==> src/mcf_pkg.sv <==
// shared constants and types for the mac control and receive filter block
package mcf_pkg;

    // apb geometry
    localparam int          APB_AW          = 12;
    localparam int          APB_DW          = 32;

    // register indices; byte address is four times the index
    localparam logic [9:0]  IDX_REV         = 10'h100;
    localparam logic [9:0]  IDX_SCRATCH     = 10'h101;
    localparam logic [9:0]  IDX_DIAG        = 10'h102;
    localparam logic [9:0]  IDX_FILTER      = 10'h103;
    localparam logic [9:0]  IDX_STAT_BASE   = 10'h104;
    localparam int          NUM_STATS       = 4;

    // statistics counter slots
    localparam int          ST_ACCEPT       = 0;
    localparam int          ST_DROP         = 1;
    localparam int          ST_TOO_LONG     = 2;
    localparam int          ST_RUNT         = 3;

    // arbitrary revision values, not tied to any real part
    localparam logic [31:0] REV_ID_40G      = 32'h0000_4a01;
    localparam logic [31:0] REV_ID_100G     = 32'h0000_4b01;
    localparam logic [31:0] SCRATCH_RST     = 32'h0000_0000;

    // diagnostic command fields
    localparam int          DIAG_CRC_CLR    = 4;
    localparam int          DIAG_STAT_RST   = 3;
    localparam int          DIAG_FREEZE     = 2;
    localparam int          DIAG_TXO_LSB    = 0;
    localparam logic [4:0]  DIAG_RST        = 5'h00;

    // filter control fields
    localparam int          FLT_LIMIT_LSB   = 8;
    localparam int          FLT_NONPAUSE    = 5;
    localparam int          FLT_PAUSE       = 4;
    localparam int          FLT_RUNT        = 3;
    localparam int          FLT_ADDR        = 2;
    localparam int          FLT_FCS         = 1;
    localparam int          FLT_PROMISC     = 0;
    localparam logic [9:0]  LIMIT_RST_40G   = 10'h280;
    localparam logic [9:0]  LIMIT_RST_100G  = 10'h0f0;
    localparam logic [5:0]  FLT_BITS_RST    = 6'h3a;
    localparam logic [15:0] LIMIT_UNIT_40G  = 16'h0010;
    localparam logic [15:0] LIMIT_UNIT_100G = 16'h0028;

    // frame classification
    localparam logic [15:0] RUNT_MIN_BYTES  = 16'h0040;
    localparam logic [15:0] DEC_ERR_BYTES   = 16'h0008;
    localparam logic [15:0] ETYPE_CONTROL   = 16'h8808;
    localparam logic [15:0] OPCODE_PAUSE    = 16'h0001;
    localparam logic [47:0] ADDR_BCAST      = 48'hffff_ffff_ffff;
    localparam logic [3:0]  BEAT_BYTES      = 4'h8;

    // diagnostic random frame loop
    localparam logic [2:0]  RND_LAST_BEAT   = 3'h7;
    localparam logic [1:0]  RND_LAST_FRAME  = 2'h3;
    localparam logic [31:0] LFSR_SEED       = 32'h1357_9bdf;
    localparam logic [31:0] LFSR_TAPS       = 32'h8020_0003;

    // transmit override modes
    typedef enum logic [2:0] {
        TXM_NORMAL = 3'b001,
        TXM_RANDOM = 3'b010,
        TXM_IDLE   = 3'b100
    } mcf_txmode_t;

endpackage

==> src/mcf_top.sv <==
// mac general control registers, transmit override and receive filter top
//
// Decided for this implementation: register access over APB.
`timescale 1ns/1ps

// Function
// - crc fifo clear held while bit set
// - stats reset bit clears counters, self-clears
// - freeze shows snapshot, counters keep running
// - override field: normal, random loop, idles
// - 40g limit ten bits, 16-byte units, 0x280
// - 40g frames 20+ bytes over dropped
// - 100g limit eight bits, 40-byte units, 0xf0
// - 100g frames 44+ bytes over dropped
// - over-limit frames under 65536 bytes always counted too long
// - non-pause control frames removed when filtering
// - pause frames removed when filtering
// - runts removed even in promiscuous mode
// - eight bytes or less are decode errors
// - address mismatch discarded when enabled
// - fcs error frames discarded when enabled
// - promiscuous bit disables filtering except runts, decode errors and over-limit frames
// - read-only revision word per variant
// - scratch word read-write, resets zero
module mcf_top
    import mcf_pkg::*;
#(
    parameter bit P_IS_100G = 1'b0
)(
    // clock and reset
    input  wire logic                      i_clk,
    input  wire logic                      i_rst,
    // apb slave
    input  wire logic                      i_psel,
    input  wire logic                      i_penable,
    input  wire logic                      i_pwrite,
    input  wire logic [mcf_pkg::APB_AW-1:0] i_paddr,
    input  wire logic [mcf_pkg::APB_DW-1:0] i_pwdata,
    output logic      [mcf_pkg::APB_DW-1:0] o_prdata,
    output logic                           o_pready,
    output logic                           o_pslverr,
    // destination addresses from the address registers
    input  wire logic [47:0]               i_station_addr,
    input  wire logic [47:0]               i_group_addr,
    // receive stream from the phy side
    input  wire logic                      i_rx_valid,
    input  wire logic                      i_rx_sop,
    input  wire logic                      i_rx_eop,
    input  wire logic [2:0]                i_rx_empty,
    input  wire logic [63:0]               i_rx_data,
    input  wire logic                      i_rx_fcs_err,
    // receive stream to the client
    output logic                           o_rx_valid,
    output logic                           o_rx_sop,
    output logic                           o_rx_eop,
    output logic [2:0]                     o_rx_empty,
    output logic [63:0]                    o_rx_data,
    output logic                           o_rx_drop,
    // transmit stream from the client
    input  wire logic                      i_tx_valid,
    input  wire logic                      i_tx_sop,
    input  wire logic                      i_tx_eop,
    input  wire logic [2:0]                i_tx_empty,
    input  wire logic [63:0]               i_tx_data,
    // transmit stream to the phy side
    output logic                           o_tx_valid,
    output logic                           o_tx_sop,
    output logic                           o_tx_eop,
    output logic [2:0]                     o_tx_empty,
    output logic [63:0]                    o_tx_data,
    // diagnostic control of the transmit crc fifo
    output logic                           o_txcrc_fifo_clr
);

    localparam logic [31:0] REV_ID    = P_IS_100G ? REV_ID_100G : REV_ID_40G;
    localparam logic [9:0]  LIMIT_RST = P_IS_100G ? LIMIT_RST_100G : LIMIT_RST_40G;

    // decode of the two-bit override field
    function automatic mcf_txmode_t txo_decode(input logic [1:0] f);
        case (f)
            2'b01:   txo_decode = TXM_RANDOM;
            2'b11:   txo_decode = TXM_IDLE;
            default: txo_decode = TXM_NORMAL;
        endcase
    endfunction

    // register state
    logic [31:0]       scratch_q;
    logic              crc_clr_q;
    logic              stat_rst_q;
    logic              freeze_q;
    logic [1:0]        txo_q;
    logic [9:0]        limit_q;
    logic [5:0]        flt_q;
    logic [31:0]       cnt_q  [NUM_STATS];
    logic [31:0]       snap_q [NUM_STATS];

    // bus decode and receive events
    logic [9:0]        idx;
    logic              acc;
    logic              wr_en;
    logic [31:0]       rd_d;
    logic              err_d;
    logic [3:0]        rx_ev;

    // transmit generator
    mcf_txmode_t       mode_q;
    mcf_txmode_t       mode_want;
    logic              inframe_q;
    logic              inframe_d;
    logic [2:0]        rbeat_q;
    logic [1:0]        rframe_q;
    logic [31:0]       lfsr_q;
    logic [31:0]       lfsr_next;
    logic              nx_valid;
    logic              nx_sop;
    logic              nx_eop;
    logic [2:0]        nx_empty;
    logic [63:0]       nx_data;

    // apb access phase: first cycle prepares the answer, second completes it
    assign idx   = i_paddr[11:2];
    assign acc   = i_psel & i_penable & ~o_pready;
    assign wr_en = i_psel & i_penable & o_pready & i_pwrite;

    // read mux and unmapped detection
    always_comb
    begin
        rd_d  = 32'h0000_0000;
        err_d = 1'b0;
        if (i_paddr[1:0] != 2'b00)
            err_d = 1'b1;
        else if (idx == IDX_REV)
            rd_d = REV_ID;
        else if (idx == IDX_SCRATCH)
            rd_d = scratch_q;
        else if (idx == IDX_DIAG)
            rd_d[DIAG_CRC_CLR:DIAG_TXO_LSB] = {crc_clr_q, stat_rst_q, freeze_q, txo_q};
        else if (idx == IDX_FILTER)
        begin
            rd_d[FLT_LIMIT_LSB+9:FLT_LIMIT_LSB] = P_IS_100G ? {2'b00, limit_q[7:0]} : limit_q;
            rd_d[5:0] = flt_q;
        end
        else if (idx >= IDX_STAT_BASE && idx < IDX_STAT_BASE + 10'(NUM_STATS))
            rd_d = freeze_q ? snap_q[2'(idx - IDX_STAT_BASE)] : cnt_q[2'(idx - IDX_STAT_BASE)];
        else
            err_d = 1'b1;
    end

    // apb answer flops
    always_ff @(posedge i_clk or posedge i_rst)
    begin
        if (i_rst)
        begin
            o_pready  <= 1'b0;
            o_prdata  <= 32'h0000_0000;
            o_pslverr <= 1'b0;
        end
        else
        begin
            o_pready  <= acc;
            o_prdata  <= (acc && !i_pwrite) ? rd_d : 32'h0000_0000;
            o_pslverr <= acc & err_d;
        end
    end

    // scratch word, no side effects
    always_ff @(posedge i_clk or posedge i_rst)
    begin
        if (i_rst)
            scratch_q <= SCRATCH_RST;
        else if (wr_en && idx == IDX_SCRATCH && i_paddr[1:0] == 2'b00)
            scratch_q <= i_pwdata;
    end

    // diagnostic command; the revision index has no write path at all
    always_ff @(posedge i_clk or posedge i_rst)
    begin
        if (i_rst)
            {crc_clr_q, stat_rst_q, freeze_q, txo_q} <= DIAG_RST;
        else if (wr_en && idx == IDX_DIAG && i_paddr[1:0] == 2'b00)
        begin
            crc_clr_q  <= i_pwdata[DIAG_CRC_CLR];
            stat_rst_q <= i_pwdata[DIAG_STAT_RST];
            freeze_q   <= i_pwdata[DIAG_FREEZE];
            txo_q      <= i_pwdata[DIAG_TXO_LSB+1:DIAG_TXO_LSB];
        end
        else
            stat_rst_q <= 1'b0;
    end

    // filter control
    always_ff @(posedge i_clk or posedge i_rst)
    begin
        if (i_rst)
        begin
            limit_q <= LIMIT_RST;
            flt_q   <= FLT_BITS_RST;
        end
        else if (wr_en && idx == IDX_FILTER && i_paddr[1:0] == 2'b00)
        begin
            limit_q <= P_IS_100G ? {2'b00, i_pwdata[FLT_LIMIT_LSB+7:FLT_LIMIT_LSB]}
                                 : i_pwdata[FLT_LIMIT_LSB+9:FLT_LIMIT_LSB];
            flt_q   <= i_pwdata[5:0];
        end
    end

    // level held out to the crc fifo for as long as the bit is set
    always_ff @(posedge i_clk or posedge i_rst)
    begin
        if (i_rst)
            o_txcrc_fifo_clr <= 1'b0;
        else
            o_txcrc_fifo_clr <= crc_clr_q;
    end

    // statistics counters and freeze snapshots
    for (genvar gi = 0; gi < NUM_STATS; gi++)
    begin : g_stat
        always_ff @(posedge i_clk or posedge i_rst)
        begin
            if (i_rst)
                cnt_q[gi] <= 32'h0000_0000;
            else if (stat_rst_q)
                cnt_q[gi] <= 32'h0000_0000;
            else if (rx_ev[gi])
                cnt_q[gi] <= cnt_q[gi] + 32'h0000_0001;
        end

        // tracks live count until frozen, then holds
        always_ff @(posedge i_clk or posedge i_rst)
        begin
            if (i_rst)
                snap_q[gi] <= 32'h0000_0000;
            else if (!freeze_q)
                snap_q[gi] <= cnt_q[gi];
        end
    end

    // receive classifier
    mcf_rx_filter #(.P_IS_100G(P_IS_100G)) u_rx_filter (
        .i_clk          (i_clk),
        .i_rst          (i_rst),
        .i_limit        (limit_q),
        .i_flt          (flt_q),
        .i_station_addr (i_station_addr),
        .i_group_addr   (i_group_addr),
        .i_valid        (i_rx_valid),
        .i_sop          (i_rx_sop),
        .i_eop          (i_rx_eop),
        .i_empty        (i_rx_empty),
        .i_data         (i_rx_data),
        .i_fcs_err      (i_rx_fcs_err),
        .o_valid        (o_rx_valid),
        .o_sop          (o_rx_sop),
        .o_eop          (o_rx_eop),
        .o_empty        (o_rx_empty),
        .o_data         (o_rx_data),
        .o_drop         (o_rx_drop),
        .o_ev           (rx_ev)
    );

    // galois lfsr step for random payload
    assign lfsr_next = lfsr_q[0] ? ((lfsr_q >> 1) ^ LFSR_TAPS) : (lfsr_q >> 1);
    assign mode_want = txo_decode(txo_q);

    // next transmit beat by current mode
    always_comb
    begin
        nx_valid = 1'b0;
        nx_sop   = 1'b0;
        nx_eop   = 1'b0;
        nx_empty = 3'h0;
        nx_data  = 64'h0;
        case (mode_q)
            TXM_NORMAL:
            begin
                nx_valid = i_tx_valid;
                nx_sop   = i_tx_valid & i_tx_sop;
                nx_eop   = i_tx_valid & i_tx_eop;
                nx_empty = i_tx_empty;
                nx_data  = i_tx_data;
            end
            TXM_RANDOM:
            begin
                nx_valid = 1'b1;
                nx_sop   = (rbeat_q == 3'h0);
                nx_eop   = (rbeat_q == RND_LAST_BEAT);
                nx_data  = {lfsr_q, ~lfsr_q};
            end
            TXM_IDLE: nx_valid = 1'b0;
            default:  nx_valid = 1'b0;
        endcase
    end

    // mode changes only between frames so no frame is cut short
    assign inframe_d = (inframe_q | nx_sop) & ~nx_eop;

    // transmit mode and frame tracking
    always_ff @(posedge i_clk or posedge i_rst)
    begin
        if (i_rst)
        begin
            mode_q    <= TXM_NORMAL;
            inframe_q <= 1'b0;
        end
        else
        begin
            inframe_q <= inframe_d;
            if (!inframe_d)
                mode_q <= mode_want;
        end
    end

    // random loop: fixed frame count, then reseed so content repeats
    always_ff @(posedge i_clk or posedge i_rst)
    begin
        if (i_rst)
        begin
            rbeat_q  <= 3'h0;
            rframe_q <= 2'h0;
            lfsr_q   <= LFSR_SEED;
        end
        else if (mode_q == TXM_RANDOM)
        begin
            rbeat_q <= rbeat_q + 3'h1;
            lfsr_q  <= lfsr_next;
            if (nx_eop)
            begin
                rframe_q <= rframe_q + 2'h1;
                if (rframe_q == RND_LAST_FRAME)
                    lfsr_q <= LFSR_SEED;
            end
        end
        else
        begin
            rbeat_q  <= 3'h0;
            rframe_q <= 2'h0;
            lfsr_q   <= LFSR_SEED;
        end
    end

    // transmit output flops
    always_ff @(posedge i_clk or posedge i_rst)
    begin
        if (i_rst)
        begin
            o_tx_valid <= 1'b0;
            o_tx_sop   <= 1'b0;
            o_tx_eop   <= 1'b0;
            o_tx_empty <= 3'h0;
            o_tx_data  <= 64'h0;
        end
        else
        begin
            o_tx_valid <= nx_valid;
            o_tx_sop   <= nx_sop;
            o_tx_eop   <= nx_eop;
            o_tx_empty <= nx_empty;
            o_tx_data  <= nx_data;
        end
    end

endmodule

==> src/mcf_rx_filter.sv <==
// receive frame classifier and discard marker
`timescale 1ns/1ps

module mcf_rx_filter
    import mcf_pkg::*;
#(
    parameter bit P_IS_100G = 1'b0
)(
    // clock and reset
    input  wire logic        i_clk,
    input  wire logic        i_rst,
    // configuration
    input  wire logic [9:0]  i_limit,
    input  wire logic [5:0]  i_flt,
    input  wire logic [47:0] i_station_addr,
    input  wire logic [47:0] i_group_addr,
    // incoming stream
    input  wire logic        i_valid,
    input  wire logic        i_sop,
    input  wire logic        i_eop,
    input  wire logic [2:0]  i_empty,
    input  wire logic [63:0] i_data,
    input  wire logic        i_fcs_err,
    // outgoing stream
    output logic             o_valid,
    output logic             o_sop,
    output logic             o_eop,
    output logic [2:0]       o_empty,
    output logic [63:0]      o_data,
    output logic             o_drop,
    // per-frame events
    output logic [3:0]       o_ev
);

    function automatic logic addr_hit(input logic [47:0] da, input logic [47:0] ref_addr);
        addr_hit = (da == ref_addr);
    endfunction

    logic [15:0] len_q;
    logic [15:0] len_d;
    logic        second_q;
    logic        da_ok_q;
    logic        da_ok_d;
    logic        ctl_q;
    logic        pause_q;
    logic        ctl_d;
    logic        pause_d;
    logic [15:0] limit_bytes;
    logic        too_long;
    logic        runt;
    logic        dec_err;
    logic        drop;

    // byte count including the bytes of this beat
    always_comb
    begin
        len_d = (i_sop ? 16'h0000 : len_q) + {12'h000, i_eop ? (BEAT_BYTES - {1'b0, i_empty}) : BEAT_BYTES};
        if (i_sop)
            da_ok_d = addr_hit(i_data[47:0], i_station_addr) | addr_hit(i_data[47:0], i_group_addr)
                      | addr_hit(i_data[47:0], ADDR_BCAST);
        else
            da_ok_d = da_ok_q;
        // type and opcode sit in the second beat
        ctl_d   = second_q ? ({i_data[39:32], i_data[47:40]} == ETYPE_CONTROL) : ctl_q;
        pause_d = ctl_d & (second_q ? ({i_data[55:48], i_data[63:56]} == OPCODE_PAUSE) : pause_q);
    end

    // limit in bytes for the variant
    assign limit_bytes = P_IS_100G ? 16'({8'h00, i_limit[7:0]} * LIMIT_UNIT_100G)
                                   : 16'({6'h00, i_limit} * LIMIT_UNIT_40G);

    // dropping anything over the limit covers both slack windows
    assign too_long = (len_d > limit_bytes);
    assign dec_err  = (len_d <= DEC_ERR_BYTES);
    assign runt     = ~dec_err & (len_d < RUNT_MIN_BYTES);

    // discard decision at end of frame
    always_comb
    begin
        drop = too_long | dec_err;
        if (runt && i_flt[FLT_RUNT])
            drop = 1'b1;
        if (!i_flt[FLT_PROMISC])
        begin
            drop = drop | (i_flt[FLT_FCS] & i_fcs_err)
                        | (i_flt[FLT_ADDR] & ~da_ok_d)
                        | (i_flt[FLT_PAUSE] & pause_d)
                        | (i_flt[FLT_NONPAUSE] & ctl_d & ~pause_d);
        end
    end

    // per-frame tracking state
    always_ff @(posedge i_clk or posedge i_rst)
    begin
        if (i_rst)
        begin
            len_q    <= 16'h0000;
            second_q <= 1'b0;
            da_ok_q  <= 1'b0;
            ctl_q    <= 1'b0;
            pause_q  <= 1'b0;
        end
        else if (i_valid)
        begin
            len_q    <= (!i_sop && len_d < len_q) ? 16'hffff : len_d; // sop restarts the count
            second_q <= i_sop & ~i_eop;
            da_ok_q  <= da_ok_d;
            ctl_q    <= i_sop ? 1'b0 : ctl_d;
            pause_q  <= i_sop ? 1'b0 : pause_d;
        end
    end

    // registered stream with discard mark on the last beat
    always_ff @(posedge i_clk or posedge i_rst)
    begin
        if (i_rst)
        begin
            o_valid <= 1'b0;
            o_sop   <= 1'b0;
            o_eop   <= 1'b0;
            o_empty <= 3'h0;
            o_data  <= 64'h0;
            o_drop  <= 1'b0;
            o_ev    <= 4'h0;
        end
        else
        begin
            o_valid            <= i_valid;
            o_sop              <= i_valid & i_sop;
            o_eop              <= i_valid & i_eop;
            o_empty            <= i_empty;
            o_data             <= i_data;
            o_drop             <= i_valid & i_eop & drop;
            o_ev[ST_ACCEPT]    <= i_valid & i_eop & ~drop;
            o_ev[ST_DROP]      <= i_valid & i_eop & drop;
            o_ev[ST_TOO_LONG]  <= i_valid & i_eop & too_long;
            o_ev[ST_RUNT]      <= i_valid & i_eop & runt;
        end
    end

endmodule

==> config.mk <==
export PLATFORM = sky130hd
export DESIGN_NAME = mcf_top
export DESIGN_NICKNAME = d
export VERILOG_FILES = /design/src/mcf_pkg.sv /design/src/mcf_top.sv /design/src/mcf_rx_filter.sv
export SDC_FILE = /design/constraint.sdc
export NUM_CORES = 1
export LEC_CHECK = 0
export ABC_AREA = 0
export BUFFER_PORTS_ARGS = -buffer_cell sky130_fd_sc_hd__buf_2
export CAP_MARGIN = 5
export CORE_MARGIN = 5
export CORE_UTILIZATION = 60
export CTS_CLUSTER_SIZE = 16
export DETAILED_ROUTE_END_ITERATION = 16
export PLACE_DENSITY = 0.91
export SLEW_MARGIN = 5
export SYNTH_ARGS = -nofsm -noshare
export SYNTH_HDL_FRONTEND = slang
export SYNTH_SLANG_ARGS = --single-unit
export TNS_END_PERCENT = 50
==> constraint.sdc <==
create_clock -name i_clk -period 38.7 [get_ports i_clk]
set_clock_uncertainty 0.15 [all_clocks]
set_input_delay 0 -clock i_clk [delete_from_list [all_inputs] [get_ports i_clk]]
set_output_delay 0 -clock i_clk [all_outputs]
set_load 0.02 [all_outputs]
# Word level (Yosys, flattened, before mapping)

Cells that the tools add are included.

Flip-flop bits (word level): 550
Input port bits: 286
Output and inout bits: 176
Word-level logic and storage cells: 188

$add $sub $neg: 9
Magnitude comparators: 7
Equal/unequal tests: 16
Muxes and demuxes: 56
Bitwise logic cells: 40
Reductions and logical operators: 19

Operators with widths:

| operator              | number |
|---|---|
| $mux 32               | 22 |
| $add 32x1->32 const B | 4 |
| $bmux 32 s2           | 2 |
| $pmux 64 s2           | 1 |
| $eq 48x48->1          | 2 |
| $eq 48x48->1 const B  | 1 |
| $eq 10x9->1 const B   | 4 |
| $mux 16               | 2 |
| $not 32->32           | 1 |
| $mux 27               | 1 |
| $and 1x1->1           | 22 |
| $add 16x4->16         | 1 |
| $eq 16x1->1 const B   | 1 |
| $eq 16x16->1 const B  | 1 |
| $gt 16x14->1          | 1 |
| $le 16x4->1 const B   | 1 |
| $lt 16x16->1          | 1 |
| $lt 16x7->1 const B   | 1 |
| $mux 1                | 14 |
| $mux 14               | 1 |
| $ge 10x9->1 const B   | 1 |
| $logic_and 1x1->1     | 10 |
| $lt 10x9->1 const B   | 1 |
| $mux 10               | 1 |
| other kinds (26)      | 50 |

# Depth between registers and ports, before layout

Depth after elaboration: 15
Gate-level depth with buffers: 21
Depth with buffers taken out: 18

# Cells and area by module

Synthesis repeated with hierarchy kept, for this count alone.

Cell total of the unflattened synthesis: 2215
Area, all modules: 25902.3 µm²

Modules (own cells, without submodules):

| module        | times used | cells an instance | area an instance (µm²) | seq. area each (µm²) |
|---|---|---|---|---|
| mcf_top       | 1          | 1699              | 20598.5                | 11419.7 |
| mcf_rx_filter | 1          | 516               | 5303.8                 | 2352.3 |

# Worst setup path before layout

Ideal clock, no wire load.

Path kind: in2reg
From: input port i_rx_sop
To: register u_rx_filter.o_ev[0]
Setup time: 0.066 ns
Arrival: 3.864 ns
Required time: 38.484 ns
Setup slack: 34.620 ns
Cell stages on the path: 17
Buffers on the path: 4
Cell sequence: clkbuf_1 > clkbuf_1 > buf_1 > nor2_1 > ha_1 > o21ai_1 > o21ba_1 > buf_6 > or3_2 > a21oi_1 > ha_1 > a2111oi_0 > o21ai_0 > a221o_1 > a21o_2 > nor4_1 > and2_1

Longest elaborated chain between the ends: 14
Elaborated cells between the ends (all ways): 20
Those cells by class: add/sub: 1; order compare: 3; mux: 4; bitwise: 11; reduce/logical: 1

RTL lines:

| what                            | RTL line             | text |
|---|---|---|
| from (decl)                     | mcf_top.sv:47        | `input wire logic i_rx_sop,` |
| $mux 16                         | mcf_rx_filter.sv:57  | `len_d = (i_sop ? 16'h0000 : len_q) + {12'h000, i_eop ? (BEAT_BYTES - {1'b0, i_empty}) : BEAT_BYTES};` |
| $add 16x4->16                   | mcf_rx_filter.sv:57  |  |
| $le 16x4->1                     | mcf_rx_filter.sv:74  | `assign dec_err = (len_d <= DEC_ERR_BYTES);` |
| $not 1->1                       | mcf_rx_filter.sv:75  | `assign runt = ~dec_err & (len_d < RUNT_MIN_BYTES);` |
| $and 1x1->1                     | mcf_rx_filter.sv:75  |  |
| $logic_and 1x1->1               | mcf_rx_filter.sv:81  | `if (runt && i_flt[FLT_RUNT])` |
| $mux 1                          | mcf_rx_filter.sv:81  |  |
| $or 1x1->1                      | mcf_rx_filter.sv:85  | `drop = drop \| (i_flt[FLT_FCS] & i_fcs_err)` |
| $or 1x1->1                      | mcf_rx_filter.sv:86  | `\| (i_flt[FLT_ADDR] & ~da_ok_d)` |
| $or 1x1->1                      | mcf_rx_filter.sv:87  | `\| (i_flt[FLT_PAUSE] & pause_d)` |
| $or 1x1->1                      | mcf_rx_filter.sv:88  | `\| (i_flt[FLT_NONPAUSE] & ctl_d & ~pause_d);` |
| $mux 1 (*)                      | mcf_rx_filter.sv:83  | `if (!i_flt[FLT_PROMISC])` |
| $not 1->1 (*)                   | mcf_rx_filter.sv:134 | `o_ev[ST_ACCEPT] <= i_valid & i_eop & ~drop;` |
| $and 1x1->1 (*)                 | mcf_rx_filter.sv:134 |  |
| to (signal, indexed assignment) | mcf_rx_filter.sv:134 |  |
| to (signal, indexed assignment) | mcf_rx_filter.sv:135 | `o_ev[ST_DROP] <= i_valid & i_eop & drop;` |
| to (signal, indexed assignment) | mcf_rx_filter.sv:136 | `o_ev[ST_TOO_LONG] <= i_valid & i_eop & too_long;` |
| to (decl)                       | mcf_rx_filter.sv:32  | `output logic [3:0] o_ev` |

Every way passes the cells marked *; elsewhere a longest branch is shown, timed or not.
A chain may end at the register's enable or synchronous reset.

# Final worst setup path

From: input port i_rx_sop
To: register u_rx_filter.o_ev[1]

Longest elaborated chain between the ends: 13
Elaborated cells between the ends (all ways): 19
Those cells by class: add/sub: 1; order compare: 3; mux: 4; bitwise: 10; reduce/logical: 1

RTL lines:

| what                            | RTL line             | text |
|---|---|---|
| $mux 16                         | mcf_rx_filter.sv:57  |  |
| $add 16x4->16                   | mcf_rx_filter.sv:57  |  |
| $le 16x4->1                     | mcf_rx_filter.sv:74  |  |
| $not 1->1                       | mcf_rx_filter.sv:75  |  |
| $and 1x1->1                     | mcf_rx_filter.sv:75  |  |
| $logic_and 1x1->1               | mcf_rx_filter.sv:81  |  |
| $mux 1                          | mcf_rx_filter.sv:81  |  |
| $or 1x1->1                      | mcf_rx_filter.sv:85  |  |
| $or 1x1->1                      | mcf_rx_filter.sv:86  |  |
| $or 1x1->1                      | mcf_rx_filter.sv:87  |  |
| $or 1x1->1                      | mcf_rx_filter.sv:88  |  |
| $mux 1 (*)                      | mcf_rx_filter.sv:83  |  |
| $and 1x1->1 (*)                 | mcf_rx_filter.sv:135 |  |
| to (signal, indexed assignment) | mcf_rx_filter.sv:135 |  |
| to (signal, indexed assignment) | mcf_rx_filter.sv:136 |  |
| to (signal, indexed assignment) | mcf_rx_filter.sv:137 | `o_ev[ST_RUNT] <= i_valid & i_eop & runt;` |

Marked as above.

==> summary.md <==
| Metric | Value |
|---|---|
| Share of the core filled with cells | between 70% and 80% |
| Combined area of the multi-input logic cells | approximately 0.011 sq mm |
| Kind of path behind the tightest hold check | in2async |
| Number of antenna violations at the first check in global routing | 11 |
| Root buffer cell | clkbuf_16 |
| Post-synthesis cell area | around 0.025 sq mm |
| Leakage power summed over all cells | ~16 nW |
| Maximum ir drop on the vdd rail | 0.0406 mV |
| Number of synthesis warnings | 0 |
| Final routed wire length divided by cell count | around 27 um |
| Startpoint Class | input pin |
| Run status | complete, but fails checks |
| Synthesized flop and latch total | between 500 and 600 |
| Overflow left after global routing | 0 |
| Top cell type by total area after synthesis | dfrtp_1 |
| Half-perimeter wire length of the detailed placement result | about 59000 um |
| Most used DFF post-synth | dfrtp_1 |
| Synthesized netlist cell count | 2107 |
| Library cell with the highest instance count after synthesis | dfrtp_1 |
| Die height | roughly 210 um |
| Vias | around 22000 |
| Max-slew violation count | 0 |
| Fraction of synthesis flops using an asynchronous set or reset pin | 100% |
| Worst path arrival time | roughly 5300 ps |
| Footprint of the flip-flops and latches | around 0.014 sq mm |
| # DRC | 0 |
| Number of rows created at floorplan | 75 |
| Required time at the endpoint of the critical path | a little under 40000 ps |
| TritonCTS clock tree | yes |
| Power density over the cells | roughly 42 mW/mm^2 |
| Pre-Repair DR Iteration Count | 7 |
| Setup Slack @ Placement | approximately 34000 ps |
| Number of inserted filler cells in the final layout | around 2300 |
| Number of synthesized flops with an enable pin | 0 |
| Via count normalized by instance count | between 6 and 7 |
| Placeable core region | between 0.04 and 0.05 sq mm |
| Number of nets still failing antenna checks after routing | 0 |
| CP Capture Type | flip-flop |
| Post-route total power | between 1 and 1.5 mW |
| Worst hold margin | -27.1 ps |
| Clock tree sinks | 549 |
| DIE WIDTH | ~210 um |
| Number of buffers added by the clock tree synthesis step | 55 |
| Final worst path period need | between 4000 and 5000 ps |
| Most common library cells after synthesis | 522 x dfrtp_1, 215 x nor2_1, 187 x mux2_2 |
| Placer's final routability congestion estimate | about 1 |
| Skew-Pair Late Insertion Delay | around 640 ps |
| I/O Pins | approximately 460 |
| Hold Violations, Final | 11 |
| Number of buffers on the longest clock path | 3 |
| Wire length of the first global-routing pass | 141000 um |
| CTS-repair resized insts | 0 |
| Failing checks | negative hold slack |
| Proportion of netlist area held by the largest area contributor | approximately half |
| Rel. slew slack | 26.7% |
| Unrepaired setup endpoints after global routing | no |
| Area of the die | around 0.046 sq mm |
| Transition time of the tightest slew-check pin | about 1100 ps |
| Number of nets in the final layout | 3154 |
| PnR worst setup slack | approximately 34000 ps |
| Count of max-cap constraint violations | 0 |
| Post-Route Setup TNS | 0 ps |
| Post-Syn Nets | roughly 2400 |
| Reg clk slew, reported paths | 60 ps |
| Non-filler instance count after layout | between 3000 and 4000 |
| Cell types with the largest area share after synthesis | dfrtp_1 52%, mux2_2 8.4%, xor2_1 6.1% |
| 1st-iter DRT viols | roughly 3000 |
| Number of port buffers | approximately 460 |
| Pin count of the biggest net entering global routing | about 170 |
| Average size of a mapped cell | 12.0 sq um |
| Fmax | 0.202 GHz |
| Via count of the first global-routing pass | 22300 |
| Top fanout value on the critical path | 29 |
| Unique masters post-synth | 81 |
| Fraction of layout instances using a drive strength above 1 | a little under a third |
| Layout area overhead | 30.5% |
| Share of the yosys chip area belonging to registers | 54.6% |
| Critical path class | in2reg |
| Placed insts | between 3000 and 4000 |
| Total of endpoints with negative setup slack in the final report | 0 |
| Aggregate routed wire length | between 90000 and 100000 um |
| Starting density of the core | between 60% and 70% |
| Combined global-route utilization of all metal layers | between 30 and 40% |
| H-tree Lvls | 2 |
| Fraction of the cycle the final worst path needs | roughly 13% |
==> registers in the layout, summed over array words and instances (netlist names), 2 cells and up <==
name / cells
u_rx_filter.len_q: 16
o_prdata: 32
o_tx_data: 64
u_rx_filter.o_empty: 3
flt_q: 6
u_rx_filter.o_ev: 4
scratch_q: 32
rframe_q: 2
rbeat_q: 3
mode_q: 3
u_rx_filter.o_data: 64
limit_q: 10
txo_q: 2
cnt_q: 128
o_tx_empty: 3
lfsr_q: 32
snap_q: 128
==> path summary, 6_finish.rpt <==
kind                                      start                endpoint  slack (ps)  cells after the start
setup / recovery                       i_rx_sop     u_rx_filter.o_ev[1]       33740                     18
setup reg to reg           u_rx_filter.len_q[0]     u_rx_filter.o_ev[1]       33790                     17
max in group asynchronous                 i_rst            o_prdata[11]       36730                      4
hold reg to reg                       crc_clr_q        o_txcrc_fifo_clr         240                      0
hold / removal                            i_rst  u_rx_filter.o_data[31]         -30                      3
min in group i_clk             i_group_addr[31]     u_rx_filter.da_ok_q          30                      7
==> cells by family (layout without fill, tap and decap cells) <==
group                    Yosys count  in the layout  share of synthesized area [%]
AND/OR/NAND/NOR                  644            644                           13.0
flip-flops                       549            549                           54.6
multiplexers                     274            274                           14.3
XOR/XNOR                         226            226                           7.85
AO/OA/AOI/OAI                    225            225                           5.86
buffers and inverters            151            920                           2.46
adder cells (fa/ha/maj)           38             38                           1.92
other                              0             10                              0
==> per-layer routing <==
metal,global-route usage (%),share of wire (%),vias to the layer above
li1,-,-,8867
met1,50.0,36,10700
met2,61.6,46,1550
met3,11.0,11,423
met4,23.8,7.5,4
met5,0,0.019,-
==> layout by cell type, fill, tap and decap left out, drive strengths merged, types with 39 or more instances in the layout <==
cell type    count
dfrtp          522
buf            474
dlygate4sd3    290
nor2           217
mux2           187
xor2           176
nand2          134
o21ai           81
clkbuf          80
nand4           56
inv             54
xnor2           50
mux4            50
a21oi           45
nand3           40
nor4            39
==> per-stage QoR <==
step	hold slack [ps]	cell area, sq um
floorplan	-119	25200
global placement	-24.6	27900
detailed placement	-18.6	27900
CTS	1.69	32900
global route	25.4	32900
finish	-27.1	32900
==> report_power, final <==
part           leakage, nW  internal, mW  switching [mW]
registers             7.31         0.598          0.0210
clock network         1.00         0.362           0.239
logic                 7.51        0.0759          0.0943
==> layout make-up <==
cell class	count	share of cell area, %
inverter	53	0.628
clock buffer	80	5.00
tap	539	2.05
multi-input combinational	1407	32.9
antenna	10	0.0761
sequential	549	41.9
timing repair buffer	764	16.2
clock inverter	23	1.18
==> critical path, stage by stage <==
cell	delay, ps
dlygate4sd3_1	520
buf_2	460
inv_1	310
nand2_1	200
inv_1	60
ha_1	340
a211oi_4	90
o21ba_1	320
or3_2	460
a21oi_1	290
ha_1	310
a2111oi_0	390
o21ai_0	150
a221o_1	340
a21o_2	200
nor4_1	230
nor2_1	70
dlygate4sd3_1	560
==> timing repair <==
action	CTS	global route
hold endpoints to repair	387	0
hold buffers	290	0
setup buffers	0	0
(Power assumes the default switching activity.)
